[src/rtl/ses_pkg.sv]
// Purpose: shared constants and types for the status-event block
// Assumes: 8-bit event and enable registers, three-digit BCD parameters
// Notes: to_bcd is used by the formatter and by the checks in the top
package ses_pkg;
	localparam int SES_EV_W = 8;
	localparam int SES_BCD_W = 12;
	localparam logic [7:0] SES_MASK_RST = 8'h00;
	localparam logic [7:0] SES_EVENT_RST = 8'h00;
	localparam logic [9:0] SES_MASK_MAX = 10'h0ff;
	localparam int SES_QUERY_ERR_BIT = 2;
	localparam int SES_SYNTAX_ERR_BIT = 5;
	localparam int SES_STB_SUMMARY_BIT = 5;

	typedef enum logic [2:0]
	{
		SES_OP_NOP = 3'h0,
		SES_OP_CLS = 3'h1,
		SES_OP_MASK_SET = 3'h2,
		SES_OP_MASK_QRY = 3'h3,
		SES_OP_EVENT_QRY = 3'h4
	} ses_op_t;

	// double dabble, 8-bit binary to three BCD digits
	function automatic logic [11:0] to_bcd(input logic [7:0] bin);
		logic [19:0] sh;
		sh = {12'h000, bin};
		for (int i = 0; i < 8; i++)
		begin
			if (sh[11:8] > 4'h4)
				sh[11:8] = sh[11:8] + 4'h3;
			if (sh[15:12] > 4'h4)
				sh[15:12] = sh[15:12] + 4'h3;
			if (sh[19:16] > 4'h4)
				sh[19:16] = sh[19:16] + 4'h3;
			sh = {sh[18:0], 1'b0};
		end
		return sh[19:8];
	endfunction : to_bcd
endpackage : ses_pkg

[src/rtl/ses_bcd_parse.sv]
// Purpose: turn a three-digit decimal parameter into a binary weight value
// Assumes: digits arrive as BCD, hundreds in the top nibble
// Notes: purely combinational; digit_ok drops on any nibble above nine
`timescale 1ns/10ps
`default_nettype none
module ses_bcd_parse
	import ses_pkg::*;
(
	input wire logic [11:0] bcd,
	output logic [9:0] bin,
	output logic digit_ok
);
	always_comb
	begin
		bin = 10'(bcd[11:8]) * 10'd100 + 10'(bcd[7:4]) * 10'd10 + 10'(bcd[3:0]);
		digit_ok = (bcd[11:8] < 4'ha) && (bcd[7:4] < 4'ha) && (bcd[3:0] < 4'ha);
	end
endmodule : ses_bcd_parse
`default_nettype wire

[src/rtl/ses_bcd_format.sv]
// Purpose: format an 8-bit register value as three decimal digits
// Assumes: caller registers the result
// Notes: combinational wrapper around the shared converter
`timescale 1ns/10ps
`default_nettype none
module ses_bcd_format
	import ses_pkg::*;
(
	input wire logic [7:0] bin,
	output logic [11:0] bcd
);
	always_comb
	begin
		bcd = to_bcd(bin);
	end
endmodule : ses_bcd_format
`default_nettype wire

[src/rtl/ses_status_event.sv]
// Purpose: standard event register, its enable mask and the summary bit
// Assumes: commands arrive decoded, one per cmd_valid cycle, synchronous to mclk
// Notes: every command is finished in the cycle after it is taken
`timescale 1ns/10ps
`default_nettype none
module ses_status_event
	import ses_pkg::*;
#(
	parameter int EV_W = SES_EV_W
)
(
	input wire logic mclk,
	input wire logic rstn,
	input wire logic cmd_valid,
	input wire logic [2:0] cmd_op,
	input wire logic [11:0] cmd_bcd,
	input wire logic cmd_after_term,
	input wire logic ev_query_err,
	input wire logic ev_syntax_err,
	input wire logic [7:0] ev_other,
	output logic rsp_valid,
	output logic [11:0] rsp_bcd,
	output logic param_err,
	output logic stb_summary,
	output logic clr_ext_event,
	output logic clr_err_queue,
	output logic clr_out_queue,
	output logic [7:0] mask_state,
	output logic [7:0] event_state
);
	if (EV_W != 8)
	begin : g_width_check
		$error("ses_status_event: only an 8-bit event register is supported");
	end

	typedef struct packed
	{
		logic [7:0] mask;
		logic [7:0] events;
		logic summary;
		logic rsp_valid;
		logic [11:0] rsp_bcd;
		logic param_err;
		logic clr_ext;
		logic clr_err;
		logic clr_out;
	} ses_state_t;

	localparam ses_state_t SES_STATE_RST = '{
		mask: SES_MASK_RST,
		events: SES_EVENT_RST,
		summary: 1'b0,
		rsp_valid: 1'b0,
		rsp_bcd: 12'h000,
		param_err: 1'b0,
		clr_ext: 1'b0,
		clr_err: 1'b0,
		clr_out: 1'b0
	};

	ses_state_t st_r;
	ses_state_t st_nxt;
	logic [9:0] par_bin;
	logic par_ok;
	logic [11:0] mask_bcd;
	logic [11:0] event_bcd;
	logic [7:0] ev_in;
	ses_op_t op;

	ses_bcd_parse u_parse
	(
		.bcd(cmd_bcd),
		.bin(par_bin),
		.digit_ok(par_ok)
	);

	ses_bcd_format u_fmt_mask
	(
		.bin(st_r.mask),
		.bcd(mask_bcd)
	);

	ses_bcd_format u_fmt_event
	(
		.bin(st_r.events),
		.bcd(event_bcd)
	);

	always_comb
	begin
		op = ses_op_t'(cmd_op);
		ev_in = ev_other;
		ev_in[SES_QUERY_ERR_BIT] = ev_other[SES_QUERY_ERR_BIT] | ev_query_err;
		ev_in[SES_SYNTAX_ERR_BIT] = ev_other[SES_SYNTAX_ERR_BIT] | ev_syntax_err;
	end

	always_comb
	begin
		st_nxt = st_r;
		st_nxt.rsp_valid = 1'b0;
		st_nxt.param_err = 1'b0;
		st_nxt.clr_ext = 1'b0;
		st_nxt.clr_err = 1'b0;
		st_nxt.clr_out = 1'b0;
		st_nxt.events = st_r.events | ev_in;
		if (cmd_valid)
		begin
			unique case (op)
				SES_OP_CLS:
				begin
					// new events of this cycle survive the clear
					st_nxt.events = ev_in;
					st_nxt.clr_ext = 1'b1;
					st_nxt.clr_err = 1'b1;
					st_nxt.clr_out = cmd_after_term;
				end
				SES_OP_MASK_SET:
				begin
					// out of range or bad digit keeps the old mask
					if (par_ok && par_bin <= SES_MASK_MAX)
						st_nxt.mask = par_bin[7:0];
					else
						st_nxt.param_err = 1'b1;
				end
				SES_OP_MASK_QRY:
				begin
					st_nxt.rsp_valid = 1'b1;
					st_nxt.rsp_bcd = mask_bcd;
				end
				SES_OP_EVENT_QRY:
				begin
					st_nxt.rsp_valid = 1'b1;
					st_nxt.rsp_bcd = event_bcd;
					st_nxt.events = ev_in;
				end
				default:
				begin
					st_nxt.events = st_r.events | ev_in;
				end
			endcase
		end
		st_nxt.summary = |(st_nxt.events & st_nxt.mask);
	end

	always_ff @(posedge mclk or negedge rstn)
	begin
		if (!rstn)
			st_r <= SES_STATE_RST;
		else
			st_r <= st_nxt;
	end

	assign rsp_valid = st_r.rsp_valid;
	assign rsp_bcd = st_r.rsp_bcd;
	assign param_err = st_r.param_err;
	assign stb_summary = st_r.summary;
	assign clr_ext_event = st_r.clr_ext;
	assign clr_err_queue = st_r.clr_err;
	assign clr_out_queue = st_r.clr_out;
	assign mask_state = st_r.mask;
	assign event_state = st_r.events;

	mask_query_hold_a: assert property (@(posedge mclk) disable iff (!rstn)
		cmd_valid && cmd_op == SES_OP_MASK_QRY |=> $stable(mask_state)
			&& rsp_valid && rsp_bcd == to_bcd(mask_state))
		else $error("mask changed or wrong reply on mask query");

	mask_load_a: assert property (@(posedge mclk) disable iff (!rstn)
		cmd_valid && cmd_op == SES_OP_MASK_SET && cmd_bcd == 12'h251
			|=> mask_state == 8'hfb && !param_err)
		else $error("decimal 251 did not load 11111011");

	mask_range_a: assert property (@(posedge mclk) disable iff (!rstn)
		cmd_valid && cmd_op == SES_OP_MASK_SET && cmd_bcd == 12'h256
			|=> $stable(mask_state) && param_err)
		else $error("out of range mask value accepted");

	summary_tie_a: assert property (@(posedge mclk) disable iff (!rstn)
		stb_summary == |(event_state & mask_state))
		else $error("summary bit disagrees with enabled events");

	query_err_set_a: assert property (@(posedge mclk) disable iff (!rstn)
		ev_query_err |=> event_state[SES_QUERY_ERR_BIT])
		else $error("query error did not set event bit 2");

	syntax_err_read_a: assert property (@(posedge mclk) disable iff (!rstn)
		ev_syntax_err && ev_other == 8'h00 && !ev_query_err
			##1 cmd_valid && cmd_op == SES_OP_EVENT_QRY && $past(event_state) == 8'h00
			|=> rsp_bcd == 12'h032)
		else $error("lone syntax error did not read back as 32");

	event_read_clear_a: assert property (@(posedge mclk) disable iff (!rstn)
		cmd_valid && cmd_op == SES_OP_EVENT_QRY && ev_other == 8'h00
			&& !ev_query_err && !ev_syntax_err
			|=> rsp_valid && rsp_bcd == to_bcd($past(event_state)) && event_state == 8'h00)
		else $error("event query reply or clear wrong");

	cls_clear_a: assert property (@(posedge mclk) disable iff (!rstn)
		cmd_valid && cmd_op == SES_OP_CLS && ev_other == 8'h00
			&& !ev_query_err && !ev_syntax_err
			|=> event_state == 8'h00 && clr_ext_event && clr_err_queue
			##1 !clr_ext_event && !clr_err_queue)
		else $error("clear-status did not clear as expected");

	out_queue_clr_a: assert property (@(posedge mclk) disable iff (!rstn)
		cmd_valid && cmd_op == SES_OP_CLS |=> clr_out_queue == $past(cmd_after_term))
		else $error("output queue clear wrong for clear-status");

	clear_keeps_mask_a: assert property (@(posedge mclk) disable iff (!rstn)
		cmd_valid && (cmd_op == SES_OP_CLS || cmd_op == SES_OP_EVENT_QRY)
			|=> $stable(mask_state) && stb_summary == |(event_state & mask_state))
		else $error("clear touched the mask or left a stale summary");

	reset_values_a: assert property (@(posedge mclk)
		$rose(rstn) |-> mask_state == SES_MASK_RST && !stb_summary && !rsp_valid)
		else $error("enable mask or summary not clear after reset");

	mask_set_value_a: assert property (@(posedge mclk) disable iff (!rstn)
		cmd_valid && cmd_op == SES_OP_MASK_SET
			|=> param_err || to_bcd(mask_state) == $past(cmd_bcd))
		else $error("stored mask does not read back as the written value");

	bad_digit_a: assert property (@(posedge mclk) disable iff (!rstn)
		cmd_valid && cmd_op == SES_OP_MASK_SET
			&& (cmd_bcd[3:0] > 4'h9 || cmd_bcd[7:4] > 4'h9 || cmd_bcd[11:8] > 4'h9)
			|=> param_err && $stable(mask_state))
		else $error("mask parameter with a bad digit was accepted");

	mask_only_set_a: assert property (@(posedge mclk) disable iff (!rstn)
		!(cmd_valid && cmd_op == SES_OP_MASK_SET) |=> $stable(mask_state))
		else $error("enable mask changed without a mask write");

	param_err_only_a: assert property (@(posedge mclk) disable iff (!rstn)
		!(cmd_valid && cmd_op == SES_OP_MASK_SET) |=> !param_err)
		else $error("parameter error raised without a mask write");

	reply_only_query_a: assert property (@(posedge mclk) disable iff (!rstn)
		!(cmd_valid && (cmd_op == SES_OP_MASK_QRY || cmd_op == SES_OP_EVENT_QRY))
			|=> !rsp_valid && $stable(rsp_bcd))
		else $error("reply changed without a query");

	event_reply_a: assert property (@(posedge mclk) disable iff (!rstn)
		cmd_valid && cmd_op == SES_OP_EVENT_QRY
			|=> rsp_valid && rsp_bcd == to_bcd($past(event_state)))
		else $error("event query did not return the register as decimal");

	clr_only_cls_a: assert property (@(posedge mclk) disable iff (!rstn)
		!(cmd_valid && cmd_op == SES_OP_CLS)
			|=> !clr_ext_event && !clr_err_queue && !clr_out_queue)
		else $error("clear pulse without a clear-status command");

	out_clr_with_cls_a: assert property (@(posedge mclk) disable iff (!rstn)
		clr_out_queue |-> clr_ext_event && clr_err_queue)
		else $error("output queue cleared outside a clear-status");

	event_sticky_a: assert property (@(posedge mclk) disable iff (!rstn)
		!(cmd_valid && (cmd_op == SES_OP_CLS || cmd_op == SES_OP_EVENT_QRY))
			|=> (event_state & $past(event_state)) == $past(event_state))
		else $error("event bit dropped without a clear");

	// bit 2 stays out of the summary while its enable is clear
	masked_event_a: assert property (@(posedge mclk) disable iff (!rstn)
		ev_query_err && !mask_state[SES_QUERY_ERR_BIT] && !stb_summary && !cmd_valid
			&& !ev_syntax_err && ev_other == 8'h00 |=> !stb_summary)
		else $error("masked query error raised the summary bit");

	enabled_event_a: assert property (@(posedge mclk) disable iff (!rstn)
		ev_syntax_err && mask_state[SES_SYNTAX_ERR_BIT] && !cmd_valid |=> stb_summary)
		else $error("enabled syntax error did not raise the summary bit");

	// set wins: an event in a clear cycle is kept
	other_event_set_a: assert property (@(posedge mclk) disable iff (!rstn)
		ev_other != 8'h00 |=> (event_state & $past(ev_other)) == $past(ev_other))
		else $error("event arriving with a clear was lost");

	summary_after_read_a: assert property (@(posedge mclk) disable iff (!rstn)
		cmd_valid && cmd_op == SES_OP_EVENT_QRY && ev_other == 8'h00
			&& !ev_query_err && !ev_syntax_err |=> !stb_summary)
		else $error("summary bit left set after the register was read");

	mask_zero_a: assert property (@(posedge mclk) disable iff (!rstn)
		cmd_valid && cmd_op == SES_OP_MASK_SET && cmd_bcd == 12'h000
			|=> mask_state == 8'h00 && !stb_summary)
		else $error("zero mask left the summary bit set");

	nop_quiet_a: assert property (@(posedge mclk) disable iff (!rstn)
		cmd_valid && (cmd_op == SES_OP_NOP || cmd_op > 3'h4)
			|=> !rsp_valid && !param_err && !clr_ext_event && $stable(mask_state))
		else $error("idle or unknown command had an effect");
endmodule : ses_status_event
`default_nettype wire

[config.mk]
export PLATFORM = sky130hd
export DESIGN_NAME = ses_status_event
export DESIGN_NICKNAME = d
export VERILOG_FILES = /design/src/rtl/ses_pkg.sv /design/src/rtl/ses_bcd_parse.sv /design/src/rtl/ses_bcd_format.sv /design/src/rtl/ses_status_event.sv
export SDC_FILE = /design/constraint.sdc
export NUM_CORES = 1
export LEC_CHECK = 0
export BUFFER_PORTS_ARGS = -buffer_cell sky130_fd_sc_hd__buf_2
export CORE_ASPECT_RATIO = 0.8
export CORE_MARGIN = 1
export CORE_UTILIZATION = 30
export DETAILED_ROUTE_END_ITERATION = 8
export PLACE_DENSITY_LB_ADDON = 0.1
export SLEW_MARGIN = 20
export SYNTH_ARGS = -nofsm -noshare
export SYNTH_HDL_FRONTEND = slang
export SYNTH_SLANG_ARGS = --single-unit
[constraint.sdc]
create_clock -name mclk -period 7 [get_ports mclk]
set_clock_uncertainty 0.05 [all_clocks]
set_input_delay 1.4 -clock mclk [delete_from_list [all_inputs] [get_ports mclk]]
set_output_delay 1.4 -clock mclk [all_outputs]
set_load 0.02 [all_outputs]
# Yosys cells after proc, flatten, opt, wreduce, memory -nomap -nowiden
# Index checks and enable logic that the tools add are counted.
# totals
out_inout_bits	34
register_bits	34
inputBits	29
word_cells	83
# classes
n_mux	23
bitwise_logic	4
eq_ne	4
addsub	16
reduce_logical	7
n_mul	2
order_cmp	18
# ops
operator	count
$mux W4	14
$add A4 B2 Y4 const B	10
$gt A4 B3 Y1 const B	10
$pmux W13 S2	1
$mux W8	3
$mux W17	1
$add A3 B2 Y4 const B	4
$mux W16	1
$gt A3 B3 Y1 const B	4
$lt A4 B4 Y1 const B	3
$add A10 B4 Y10	1
$add A10 B8 Y10	1
$le A10 B8 Y1 const B	1
$and A8 B8 Y8	1
$mul A4 B5 Y8 const B	1
$or A8 B8 Y8	1
$reduce_or A8 Y1	1
$mul A4 B3 Y7 const B	1
$eq A3 B2 Y1 const B	2
$eq A3 B1 Y1 const B	1
$eq A3 B3 Y1 const B	1
$logic_and A1 B1 Y1	3
$mux W3	1
$mux W1	2
other kinds (4)	5

# Longest topological paths before layout
# logic_depth
word_depth	12
ltp_mapped	24
depth_no_buf	24

# Cells and area by module
# A second synthesis with hierarchy kept.
# unflattened
hier_cells	453
area_unflattened_um2	4093.9
# modules_own_cells
module	instances	cells_per_inst	seq_area_each_um2	area_each_um2
ses_bcd_format	2	129	0.0	982.2
ses_status_event	1	112	825.8	1407.6
ses_bcd_parse	1	83	0.0	721.9

# Least setup slack after synthesis
# No wires, ideal clock.
# synth_timing
path_kind	input to register
start	in cmd_bcd[5]
end	reg st_r (netlist bit mask_state[0])
t_arrival_ps	4594
n_path_buf	1
required_time_ps	6825
path_stages	15
slack_ps	2231
setup_ps	125
path_cell_list	ha_1 -> ha_1 -> inv_1 -> fa_1 -> inv_1 -> ha_1 -> ha_1 -> inv_1 -> o21bai_1 -> a21oi_1 -> o21ai_0 -> xnor2_1 -> or4_1 -> clkbuf_1 -> mux2_2
# synth_rtl
item	line	source
start, declared	ses_status_event.sv:16	input wire logic [11:0] cmd_bcd,
end signal, assigned	ses_status_event.sv:150	st_r <= st_nxt;
end, declared	ses_status_event.sv:61	ses_state_t st_r;

# Final worst setup path
# layout_timing
start	reg st_r (netlist bit mask_state[5])
end	reg st_r (netlist bit rsp_bcd[2])
# layout_via
elab_chain_len	11
word_cells_on_any_way	16
classes_between	add/sub: 5; order compare: 5; mux: 6
# layout_lines
item	line	source
$add A3 B2 Y4 or $gt A3 B3 Y1 (tied branches)	ses_pkg.sv:30, ses_pkg.sv:29	
$mux W4 *	ses_pkg.sv:29	if (sh[11:8] > 4'h4)
$add A4 B2 Y4 or $gt A4 B3 Y1 (tied branches)	ses_pkg.sv:30, ses_pkg.sv:29	
$mux W4 *	ses_pkg.sv:29	
$add A4 B2 Y4 or $gt A4 B3 Y1 (tied branches)	ses_pkg.sv:30, ses_pkg.sv:29	
$mux W4 *	ses_pkg.sv:29	
$gt A4 B3 Y1 or $add A4 B2 Y4 (tied branches)	ses_pkg.sv:29, ses_pkg.sv:30	
$mux W4 *	ses_pkg.sv:29	
$add A4 B2 Y4 or $gt A4 B3 Y1 (tied branches)	ses_pkg.sv:30, ses_pkg.sv:29	
$mux W4 *	ses_pkg.sv:29	
$pmux W13 S2 *	ses_status_event.sv:108	unique case (op)
# Mark *: on every way between the ends. The rest lies on a longest branch, timed or not. The select of a mux whose other input is x is not followed.
# A chain may end at the register's enable or synchronous reset.

==> results.py <==
metrics = {
    "worst_setup_path": {
        "critical_path_buf_inv_count": 5,
        "critPathSlowestCell": "dfrtp_1",
        "crit_chain": "inv_1 > ha_1 > inv_1 > ha_1 > xnor2_1 > ha_1 > nand2b_1 > o221a_2 > inv_1 > ha_1 > o21a_2 > xnor2_1 > inv_1 > ha_1 > inv_1 > o2111ai_1 > o311ai_2 > xnor2_1 > ha_1 > o21ai_2 > a221o_1 > or3_1",
        "reg2reg_depth": 22,
        "worst_ep_required_time_ns": 7.11,
        "path_depth": 22,
        "end_kind": "register",
        "r2r-end": "rsp_bcd[2]",
        "r2r-start": "mask_state[5]",
        "worstPathMaxFanout": 8,
        "arrival_ns": 5.18,
        "cp-endpoint": "rsp_bcd[2]",
        "rrSetupSlack_ns": 1.93,
        "cpPeakStageDelay_ns": 0.50,
        "path_common_cell": "ha_1",
        "crit_family": "adder cells",
        "crit_start": "mask_state[5]",
        "path_class": "reg -> reg",
        "cp-start-kind": "register",
    },
    "floorplan": {
        "core_um2": 11500,
        "ioPinCount": 63,
        "dieArea_um2": 12200,
        "die_x_um": 123,
        "rows": 35,
        "start_util_pct": 30.7,
        "die_y_um": 99.1,
    },
    "grt": {
        "grt_overflow": 0,
        "antenna_found_initial": 0,
        "grt_max_degree": 32,
        "grt_pass1_wl_um": 14900,
        "grt_pass1_vias": 3012,
        "grt_usage_pct": 15.6,
    },
    "clock_network": {
        "cts_root_buf": "clkbuf_16",
        "cts_tree": "built",
        "postCtsResizedCells": 0,
        "clk_pin_slew_ns": 0.06,
        "insertion_delay_ns": 0.28,
        "ctsHoldBuffers": 0,
        "numCtsBuffers": 5,
        "cts_setup_buffers": 0,
        "htreeDepth": 2,
        "clock-sinks": 31,
        "clockBufferDepth": 2,
    },
    "timing": {
        "setup-tns-final_ns": 0,
        "drv_slew": 0,
        "slew_headroom_pct": 37.1,
        "fmax_ghz": 0.197,
        "worst_hold_slack_ns": 0.420,
        "post-route-min-period_ns": 5.07,
        "fin_crit_sh_pct": 72.5,
        "grt_setup_unrepaired": "false",
        "setup-violations-final": 0,
        "worst_pin_slew_ns": 0.942,
        "hold_viol": 0,
    },
    "route": {
        "vias": 3018,
        "drc": 0,
        "wirelength_um": 8880,
        "wl_per_cell_um": 14.8,
        "via_per_inst": 5.05,
        "first_pass_iters": 4,
        "first_iter_violations": 246,
        "antenna_left": 0,
    },
    "synthesis": {
        "synth.most_common_cell": "ha_1",
        "ys_warn_count": 0,
        "ys_top_cells_by_count": "ha_1, inv_1, dfrtp_1",
        "synth.largest_area_cell": "dfrtp_1",
        "synth_ff_type": "dfrtp_1",
        "yosys-top-cells-area": "dfrtp_1, ha_1, inv_1, xnor2_1, a21oi_1",
        "ys_types": 66,
        "ys_seq_elements": 31,
        "synth_cells": 390,
        "netlist_area_um2": 3540,
        "synth-async-reset-ratio_pct": 100,
        "ys_seq_area_share_pct": 21.9,
        "syn_avg_cell_area_um2": 9.07,
        "synth_edf_count": 0,
        "synth_top_area_share_pct": 21.9,
    },
    "power": {
        "power_leakage_nw": 2.00,
        "p_per_area_nw_per_um2": 426,
        "peakVddDrop_mv": 0.160,
        "power_w": 0.00176,
    },
    "cells_and_area": {
        "fin_util_pct": 35.8,
        "nets": 538,
        "diodes": 0,
        "final_area_um2": 4130,
        "drive_above_1_share_pct": 20.2,
        "area_growth_pct": 16.6,
    },
    "run": {
        "drv_cap": 0,
    },
    "placement": {
        "dp_hpwl_um": 7300,
        "place_area_um2": 3980,
        "io_buffers": 60,
        "routabilityCongestion": 0.833,
    },
    "worst_hold_path": {
        "holdCritPathClass": "reg -> reg",
        "hold_depth": 2,
    },
    "run_status": {
        "status": "completed",
    },
}
==> layout by cell type, fill, tap and decap left out, types with 3 or more instances in the layout <==
cell type,count
xor2_1,6
and2_1,8
dfrtp_1,31
nor3_1,5
or3_1,3
mux2i_1,11
a22o_1,6
o21ai_0,12
a211o_1,5
ha_1,55
nand2b_1,5
a211oi_1,6
buf_2,60
nor2b_1,6
a21o_1,9
o21bai_1,5
o211ai_1,6
clkbuf_16,5
nand3_1,7
a221o_1,4
nor3b_1,3
nor2_1,14
nand2_1,23
mux2_2,11
xnor2_1,17
a21oi_1,25
fa_1,5
a31oi_1,3
inv_1,47
==> power by group <==
part / internal [W] / leakage (nW) / total (W) / switching (W)
logic: 0.000551 / 1.56 / 0.00126 / 0.000710
clock network: 0.000133 / 0.0664 / 0.000222 / 0.0000893
registers: 0.000224 / 0.379 / 0.000276 / 0.0000521
total: 0.000908 / 2.00 / 0.00176 / 0.000851
==> per-layer routing <==
metal	wire (um)	share of wire (%)	track usage [%]
met1	4410	50	21.7
met2	4010	45	25.4
met3	366	4.1	1.95
met4	95	1.1	3.80
met5	0	0	0
==> final cells by class <==
type,count,area (um2)
flip-flops and latches,31,776
well taps,148,185
clock inverters,3,23.8
clock buffers,5,125
fillers,1188,7390
repair buffers,61,308
multi-input cells,303,2530
inverters,47,176
==> worst min path at each step <==
stage                     startpoint          to  slack (ns)
after floorplan           rsp_bcd[9]  rsp_bcd[9]        0.54
final                     rsp_bcd[9]  rsp_bcd[9]        0.42
after global routing      rsp_bcd[1]  rsp_bcd[1]        0.46
after detailed placement  rsp_bcd[9]  rsp_bcd[9]        0.42
after global placement    rsp_bcd[9]  rsp_bcd[9]        0.41
after CTS                 rsp_bcd[9]  rsp_bcd[9]        0.43
==> worst register-to-register path, stage by stage (launching register included) <==
cell       delay, ns
dfrtp_1         0.50
inv_1           0.13
ha_1            0.23
inv_1           0.07
ha_1            0.31
xnor2_1         0.19
ha_1            0.33
nand2b_1        0.14
o221a_2         0.20
inv_1           0.07
ha_1            0.24
o21a_2          0.26
xnor2_1         0.15
inv_1           0.10
ha_1            0.23
inv_1           0.08
o2111ai_1       0.11
o311ai_2        0.17
xnor2_1         0.38
ha_1            0.28
o21ai_2         0.09
a221o_1         0.29
or3_1           0.33
==> state kept, by name, indices dropped and copies added (netlist names) <==
signal	flops
rsp_bcd	10
clr_out_queue	1
event_state	8
clr_err_queue	1
param_err	1
stb_summary	1
mask_state	8
rsp_valid	1
==> metrics by stage <==
step,setup WS (ns),std cells
after detailed placement,1.93,590
after CTS,1.95,598
after floorplan,2.23,391
after global routing,1.49,598
final,1.93,598
after global placement,1.94,590
==> kinds of logic after synthesis <==
kind of cell,count (synthesis),synth area share (%)
AOI/OAI and AO/OA,108,22.5
and+or+nand+nor,85,12.8
adders and majority gates,60,22.3
buffers and inverters,57,6.61
DFF,31,21.9
muxes,25,8.06
xor gates and xnor gates,23,5.69
other,1,0.106
Note: power is estimated with default switching activity, not from simulation.
